**src/common/rstmode_pkg.sv**
```systemverilog
// Shared constants, modes and carriers for the reset, mode latch and
// external interrupt block. Assumes a single clock domain on ref_clk.
package rstmode_pkg;

  // ----------------------------------------------------------------
  // Sizes and reset values
  // ----------------------------------------------------------------
  localparam int           MODE_BITS       = 4;
  localparam logic [3:0]   MODE_RESET      = 4'h0;
  localparam logic         PHASE_RESET     = 1'b0;
  // Edges from pin release to leaving reset: two sync stages plus state
  localparam int           RELEASE_LATENCY = 3;

  // ----------------------------------------------------------------
  // Types
  // ----------------------------------------------------------------
  typedef enum logic {
    RST_HELD,
    RST_RUN
  } rst_state_e;

  // Per-line configuration from the core, applied directly without synchronising
  typedef struct packed {
    logic [MODE_BITS-1:0] edge_mode;
    logic [MODE_BITS-1:0] enable;
  } irq_cfg_s;

  typedef struct packed {
    logic sync_1;
    logic sync_2;
    logic prev;
    logic pend;
  } line_state_s;

  typedef struct packed {
    rst_state_e           state;
    logic                 rel_1;
    logic                 rel_2;
    logic                 phase;
    logic [MODE_BITS-1:0] mode;
  } top_state_s;

endpackage

```
**src/hw/reset_mode_latch_ext_irq.sv**
```systemverilog
// Reset release, boot mode latch and external interrupt request lines.
// Assumes pins are synchronous to ref_clk and the core supplies config.
// Functional notes
// - Reset pin low holds chip reset and clears the phase generator.
// - Reset release passes two sync flops before reset ends.
// - Release to run takes a fixed count, so devices start lock-step.
// - At release the four mode pins are latched into the mode register.
// - After reset each pin is an active-low maskable level or edge request.
// - Each request pin is synchronised before the interrupt logic uses it.
// - A request while in wait state wakes the processor from wait.
// - A request while in stop standby wakes the processor from stop.
`timescale 1ns/100ps
module reset_mode_latch_ext_irq
  import rstmode_pkg::*;
#(
  parameter int NUM_LINES = MODE_BITS
)
(
  // Clock and reset
  input  wire logic                 ref_clk,
  input  wire logic                 reset,
  // Device pins
  input  wire logic                 chip_reset_n,
  input  wire logic [NUM_LINES-1:0] mode_select_n,
  // Core configuration and handshake
  input  wire irq_cfg_s             irq_cfg,
  input  wire logic [NUM_LINES-1:0] irq_ack,
  input  wire logic                 core_in_wait,
  input  wire logic                 core_in_stop,
  // Core outputs
  output logic                      core_reset,
  output logic                      clock_phase,
  output logic [NUM_LINES-1:0]      operating_mode_register,
  output logic [NUM_LINES-1:0]      irq_req,
  output logic                      wake_from_wait,
  output logic                      wake_from_stop
);

  // ----------------------------------------------------------------
  // Elaboration check
  // ----------------------------------------------------------------
  if (NUM_LINES != MODE_BITS)
  begin : g_bad_lines
    $error("NUM_LINES must equal MODE_BITS");
  end

  top_state_s           st_r;
  top_state_s           st_nxt;
  logic [NUM_LINES-1:0] line_level;
  logic                 run;

  assign run = (st_r.state == RST_RUN);

  // ----------------------------------------------------------------
  // Request lines, shared with the mode pins
  // ----------------------------------------------------------------
  for (genvar i = 0; i < NUM_LINES; i++)
  begin : g_line
    irq_line_sync u_line (
      .ref_clk    (ref_clk),
      .reset      (reset),
      .pin_n      (mode_select_n[i]),
      .run        (run),
      .edge_mode  (irq_cfg.edge_mode[i]),
      .enable     (irq_cfg.enable[i]),
      .ack        (irq_ack[i]),
      .level_sync (line_level[i]),
      .request    (irq_req[i])
    );
  end

  // ----------------------------------------------------------------
  // Reset sequencer
  // ----------------------------------------------------------------
  always_comb
  begin
    st_nxt       = st_r;
    st_nxt.rel_1 = chip_reset_n;
    st_nxt.rel_2 = st_r.rel_1;
    unique case (st_r.state)
      RST_HELD:
      begin
        st_nxt.phase = PHASE_RESET;
        if (st_r.rel_2 && chip_reset_n)
        begin
          st_nxt.state = RST_RUN;
          // Synced pin levels, index order gives bit order
          st_nxt.mode  = line_level;
        end
      end
      RST_RUN:
      begin
        st_nxt.phase = ~st_r.phase;
      end
    endcase
    // Assertion acts at once and cancels any release in flight
    if (!chip_reset_n)
    begin
      st_nxt.state = RST_HELD;
      st_nxt.rel_1 = 1'b0;
      st_nxt.rel_2 = 1'b0;
      st_nxt.phase = PHASE_RESET;
    end
  end

  always_ff @(posedge ref_clk)
  begin
    if (reset)
    begin
      st_r <= '{state: RST_HELD, rel_1: 1'b0, rel_2: 1'b0,
                phase: PHASE_RESET, mode: MODE_RESET};
    end
    else
    begin
      st_r <= st_nxt;
    end
  end

  assign core_reset              = ~run;
  assign clock_phase             = st_r.phase;
  assign operating_mode_register = st_r.mode;
  // Masked lines do not wake the core; enable them before wait or stop
  assign wake_from_wait          = core_in_wait & (|irq_req);
  assign wake_from_stop          = core_in_stop & (|irq_req);

  // ----------------------------------------------------------------
  // Checks
  // ----------------------------------------------------------------
  reset_hold_a: assert property (@(posedge ref_clk) disable iff (reset)
    !chip_reset_n |=> core_reset && !clock_phase)
    else $error("reset pin low did not hold reset");

  release_early_a: assert property (@(posedge ref_clk) disable iff (reset)
    $rose(chip_reset_n) ##1 chip_reset_n [*2] |-> core_reset)
    else $error("reset left before release was synchronised");

  release_lat_a: assert property (@(posedge ref_clk) disable iff (reset)
    $rose(chip_reset_n) ##1 chip_reset_n [*2] |=> !core_reset && !clock_phase)
    else $error("release latency not fixed");

  phase_run_a: assert property (@(posedge ref_clk) disable iff (reset)
    !core_reset && $past(!core_reset) |-> clock_phase != $past(clock_phase))
    else $error("phase generator stalled while running");

  mode_cap_a: assert property (@(posedge ref_clk) disable iff (reset)
    $fell(core_reset) |-> operating_mode_register == $past(line_level))
    else $error("mode not latched at release");

  mode_bit0_a: assert property (@(posedge ref_clk) disable iff (reset)
    $fell(core_reset) |-> operating_mode_register[0] == $past(line_level[0]))
    else $error("first mode pin not in bit 0");

  mode_hold_a: assert property (@(posedge ref_clk) disable iff (reset)
    !core_reset && $past(!core_reset) |-> $stable(operating_mode_register))
    else $error("mode register changed while running");

  req_quiet_a: assert property (@(posedge ref_clk) disable iff (reset)
    core_reset |-> irq_req == '0)
    else $error("request raised during reset");

  wake_wait_a: assert property (@(posedge ref_clk) disable iff (reset)
    core_in_wait && (irq_req != '0) |-> wake_from_wait)
    else $error("request did not wake from wait");

  wake_stop_a: assert property (@(posedge ref_clk) disable iff (reset)
    core_in_stop && (irq_req != '0) |-> wake_from_stop)
    else $error("request did not wake from stop");

  release_c: cover property (@(posedge ref_clk) disable iff (reset)
    $fell(core_reset));

  wait_wake_c: cover property (@(posedge ref_clk) disable iff (reset)
    wake_from_wait);

  stop_wake_c: cover property (@(posedge ref_clk) disable iff (reset)
    wake_from_stop);

  abort_c: cover property (@(posedge ref_clk) disable iff (reset)
    $rose(chip_reset_n) ##1 !chip_reset_n);

endmodule // reset_mode_latch_ext_irq

```
**src/hw/irq_line_sync.sv**
```systemverilog
// One external request line: synchroniser, falling edge catch, request.
// Assumes pin_n is the raw active-low line shared with a mode select input.
`timescale 1ns/100ps
module irq_line_sync
  import rstmode_pkg::*;
(
  // Clock and reset
  input  wire logic ref_clk,
  input  wire logic reset,
  // Pin side
  input  wire logic pin_n,
  // Core side
  input  wire logic run,
  input  wire logic edge_mode,
  input  wire logic enable,
  input  wire logic ack,
  output logic      level_sync,
  output logic      request
);

  line_state_s st_r;
  line_state_s st_nxt;
  logic        fall;

  assign fall = st_r.prev & ~st_r.sync_2;

  always_comb
  begin
    st_nxt        = st_r;
    st_nxt.sync_1 = pin_n;
    st_nxt.sync_2 = st_r.sync_1;
    st_nxt.prev   = st_r.sync_2;
    // Set wins over ack so a fresh edge is never lost
    st_nxt.pend   = fall | (st_r.pend & ~ack & edge_mode);
  end

  always_ff @(posedge ref_clk)
  begin
    if (reset)
    begin
      st_r <= '{sync_1: 1'b1, sync_2: 1'b1, prev: 1'b1, pend: 1'b0};
    end
    else
    begin
      st_r <= st_nxt;
    end
  end

  assign level_sync = st_r.sync_2;
  // Level mode follows the low pin; edge mode holds until acknowledged
  assign request = run & enable & (edge_mode ? st_r.pend : ~st_r.sync_2);

  // ----------------------------------------------------------------
  // Checks
  // ----------------------------------------------------------------
  edge_catch_a: assert property (@(posedge ref_clk) disable iff (reset)
    $fell(pin_n) ##1 !pin_n [*2] |=> st_r.pend)
    else $error("falling edge not caught after two sync stages");

  set_wins_a: assert property (@(posedge ref_clk) disable iff (reset)
    fall && ack |=> st_r.pend)
    else $error("edge lost when ack met a new edge");

  ack_clear_a: assert property (@(posedge ref_clk) disable iff (reset)
    st_r.pend && ack && !fall |=> !st_r.pend)
    else $error("pending edge not cleared by ack");

endmodule // irq_line_sync

```
**config.mk**
```make
export PLATFORM = sky130hd
export DESIGN_NAME = reset_mode_latch_ext_irq
export DESIGN_NICKNAME = d
export VERILOG_FILES = /design/src/common/rstmode_pkg.sv /design/src/hw/reset_mode_latch_ext_irq.sv /design/src/hw/irq_line_sync.sv
export SDC_FILE = /design/constraint.sdc
export NUM_CORES = 1
export LEC_CHECK = 0
export ABC_AREA = 1
export BUFFER_PORTS_ARGS = -buffer_cell sky130_fd_sc_hd__clkbuf_2
export CAP_MARGIN = 20
export CORE_MARGIN = 2
export CORE_UTILIZATION = 43
export CTS_CLUSTER_DIAMETER = 30
export DETAILED_ROUTE_END_ITERATION = 12
export PLACE_DENSITY = 0.8
export RECOVER_POWER = 100
export SYNTH_ARGS = -nofsm -noshare
export SYNTH_HDL_FRONTEND = slang
export SYNTH_SLANG_ARGS = --single-unit
```
**constraint.sdc**
```tcl
create_clock -name ref_clk -period 0.97 [get_ports ref_clk]
set_input_delay 0.291 -clock ref_clk [delete_from_list [all_inputs] [get_ports ref_clk]]
set_output_delay 0.291 -clock ref_clk [all_outputs]
set_load 0.05 [all_outputs]
```
==> load_flow_metrics.sql <==
INSERT INTO impl_metrics (metric_group, metric, value, unit) VALUES
('job', 'cap_viol_max_count', '0', ''),
('floorplan', 'floorplan.die_area', '2630', 'um2'),
('drt', 'drtAntennaViolNets', '0', ''),
('cts', 'tritoncts', 'done', ''),
('placed_design', 'preCtsSetupSlack', '-0.480', 'ns'),
('sta', 'timing_hold_violations_final', '0', ''),
('grt', 'first_pass_grt_wire_length', '3260', 'um'),
('status', 'outcome', 'complete, but fails checks', ''),
('yosys', 'synthesized_nets', '141', ''),
('pwr', 'total_leakage_power', '0.784', 'nW'),
('status', 'violations_in_the_final_reports', 'negative setup slack', ''),
('drt', 'drc_errors', '0', ''),
('yosys', 'synth_cells', '120', ''),
('placed_design', 'gpl.final_weighted_congestion', '0.744', ''),
('final_layout', 'layout-area-overhead-vs-synth', '58.5', '%'),
('yosys', 'total_of_warnings_raised_by_yosys', '0', ''),
('drt', 'num_vias', '846', ''),
('cts', 'worst_skew_pair.late_latency', '0.30', 'ns'),
('grt', 'grt_pass1_vias', '837', ''),
('final_layout', 'fraction_of_layout_instances_using_a_drive_strength_above_1', '49.7', '%'),
('sta', 'final-setup-viol-count', '17', ''),
('sta', 'timing.fmax', '634', 'MHz'),
('final_layout', 'final_core_utilization', '70.1', '%'),
('cts', 'cts-buffers-inserted', '3', ''),
('pwr', 'power_frac_seq', '62.6', '%'),
('drt', 'wirelength', '2090', 'um'),
('floorplan', 'core', '2170', 'um2'),
('yosys', 'synthMostInstantiatedCell', 'sky130_fd_sc_hd__dfxtp_1', ''),
('placed_design', 'detailedPlacementHpwl', '1400', 'um'),
('drt', 'drt_iter0_drc', '7', ''),
('drt', 'drt_pre_antenna_iters', '4', ''),
('grt', 'antenna_violations_before_repair', '0', ''),
('pwr', 'ir_drop', '1.15', 'mV'),
('drt', 'post_detailed_route_wirelength_per_cell', '10.8', 'um'),
('final_layout', 'fillCellCount', '178', ''),
('floorplan', 'chipHeight', '51.2', 'um'),
('cts', 'cts_max_path_buffers', '2', ''),
('final_layout', 'num_antenna_cells', '0', ''),
('sta', 'min_period_over_period', '163', '%'),
('pwr', 'power.switching_fraction', '23.6', '%'),
('sta', 'timing_max_transition_violations_final', '0', ''),
('placed_design', 'port_buffers', '32', ''),
('yosys', 'async_flop_share', '0', '%'),
('worst_hold_path', 'hold_path_depth', '2', ''),
('final_layout', 'nets', '188', ''),
('yosys', 'syn_area', '960', 'um2'),
('setup_path', 'critical_path.startpoint_type', 'register', ''),
('pwr', 'internal-power', '1.26', 'mW'),
('cts', 'clk_root_buffer_cell', 'sky130_fd_sc_hd__clkbuf_4', ''),
('pwr', 'net-switching-power', '389', 'uW'),
('floorplan', 'dieWidth', '51.2', 'um'),
('worst_hold_path', 'hold_path_class', 'in -> reg', ''),
('sta', 'timing.final.crit_period', '1.58', 'ns'),
('setup_path', 'setup.worst_path.end_class', 'primary output', ''),
('cts', 'clk_transition_reported_paths', '0.12', 'ns'),
('sta', 'holdWs', '0.161', 'ns'),
('sta', 'worst_slack', '-0.607', 'ns'),
('yosys', 'yosys-top-cells-area', 'sky130_fd_sc_hd__dfxtp_1 (50%), sky130_fd_sc_hd__inv_1 (9.0%), sky130_fd_sc_hd__nand2_1 (7.0%), sky130_fd_sc_hd__buf_4 (6.3%), sky130_fd_sc_hd__or2_1 (5.2%)', ''),
('grt', 'grt_ovf', '0', ''),
('setup_path', 'critical_path_data_required_time', '0.68', 'ns'),
('grt', 'grt_start_max_net_pins', '14', ''),
('sta', 'slew-limit-headroom', '66.3', '%'),
('grt', 'grtUsageTotal', '16.4', '%'),
('pwr', 'clock_power_share', '25.0', '%'),
('yosys', 'synth_top_area_share', '50.1', '%'),
('sta', 'clock-skew-final', '0.0111', 'ns'),
('sta', 'tightestPinTransition', '0.505', 'ns'),
('setup_path', 'crit_arrival', '1.29', 'ns'),
('setup_path', 'worst-setup-path-type', 'reg -> out', ''),
('setup_path', 'reg2reg_depth', '9', ''),
('pwr', 'power-per-cell-area', '1080', 'nW/um2');
## routing by layer
layer  GRT usage (%)  wire length, um  vias to the layer above
met5               0                0                        -
met3            2.92               93                        4
met4            8.33               27                        0
met1            15.6              790                      380
met2            32.7             1180                       21
li1                -                -                      441
## power by group through the flow
stage | Clock (mW) | Sequential [mW] | Combinational, mW
global route | 0.467 | 1.03 | 0.226
floorplan | 0 | 1.05 | 0.0974
finish | 0.412 | 1.03 | 0.205
global placement | 0 | 1.05 | 0.163
detailed placement | 0 | 1.05 | 0.171
CTS | 0.417 | 1.03 | 0.191
## sequential cells by signal, summed over array words and instances, names as in the netlist
signal,count
g_line.u_line.st_r,8
g_line.u_line.level_sync,4
g_line.u_line.st_nxt,4
operating_mode_register,4
st_r,2
clock_phase,1
run,1
## cell usage in the layout (no fill, tap or decap)
cell type,netlist,final
sky130_fd_sc_hd__clkbuf_4,0,6
sky130_fd_sc_hd__a21oi_1,5,2
sky130_fd_sc_hd__clkbuf_2,0,19
sky130_fd_sc_hd__inv_2,4,1
sky130_fd_sc_hd__a21oi_2,0,3
sky130_fd_sc_hd__nand3_4,0,1
sky130_fd_sc_hd__clkbuf_1,0,1
sky130_fd_sc_hd__o21ai_2,0,4
sky130_fd_sc_hd__buf_4,8,11
sky130_fd_sc_hd__nand3b_4,1,1
sky130_fd_sc_hd__nand2_2,2,2
sky130_fd_sc_hd__nand2_1,18,18
sky130_fd_sc_hd__inv_1,23,22
sky130_fd_sc_hd__clkbuf_16,0,4
sky130_fd_sc_hd__nor3_2,0,1
sky130_fd_sc_hd__inv_8,0,1
sky130_fd_sc_hd__inv_4,0,3
sky130_fd_sc_hd__dfxtp_1,24,18
sky130_fd_sc_hd__buf_8,0,8
sky130_fd_sc_hd__buf_6,0,5
sky130_fd_sc_hd__nor2_1,13,11
sky130_fd_sc_hd__nand3_2,3,3
sky130_fd_sc_hd__dfxtp_4,0,1
sky130_fd_sc_hd__or2_1,8,8
sky130_fd_sc_hd__dfxtp_2,0,5
sky130_fd_sc_hd__nor2_4,0,3
sky130_fd_sc_hd__a22oi_1,3,3
## worst paths after layout
kind,startpoint,to,slack (ns)
worst max register to register,run,operating_mode_register[2],-0.33
worst max-delay path,run,wake_from_wait,-0.61
worst min-delay path,mode_select_n[1],g_line[1].u_line.st_nxt[2],0.16
worst min register to register,g_line[0].u_line.st_nxt[2],g_line[0].u_line.level_sync,0.41
## cell type report
class / count / area (um2) / share of cell area, %
tap: 28 / 35.0 / 2.30
sequential: 24 / 490 / 32.2
timing repair buffer: 51 / 480 / 31.6
multi-input combinational: 60 / 377 / 24.8
clock buffer: 3 / 22.5 / 1.48
inverter: 27 / 116 / 7.65
## cells by family (layout without fill, tap and decap cells)
logic type	count (synthesis)	count (layout)	share of synthesized area (%)
compound gates	12	12	7.04
buf+inv	36	81	17.3
flops	24	24	50.1
simple gates	48	48	25.6
## metrics by stage
step / std cells / cell area, um2 / TNS (ns)
floorplan: 120 / 1000 / -0.720
global placement: 181 / 1190 / -2.38
detailed placement: 181 / 1190 / -2.53
CTS: 187 / 1430 / -5.40
global route: 193 / 1520 / -6.79
finish: 193 / 1520 / -5.81
## critical path, stage by stage (launching register included)
cell	delay, ns
sky130_fd_sc_hd__dfxtp_4	0.39
sky130_fd_sc_hd__nand2_1	0.05
sky130_fd_sc_hd__nand3b_4	0.15
sky130_fd_sc_hd__nand2_2	0.09
sky130_fd_sc_hd__nor2_4	0.05
sky130_fd_sc_hd__nor2_4	0.09
sky130_fd_sc_hd__buf_8	0.15
## repair_timing
item / CTS / global route
hold buffers: 0 / 0
gates resized for setup: 45 / 20
pin swaps: 5 / 2
endpoints found under the setup margin: 16 / 17
buffers inserted: 4 / 6
Power figures use the tool's default switching activity.
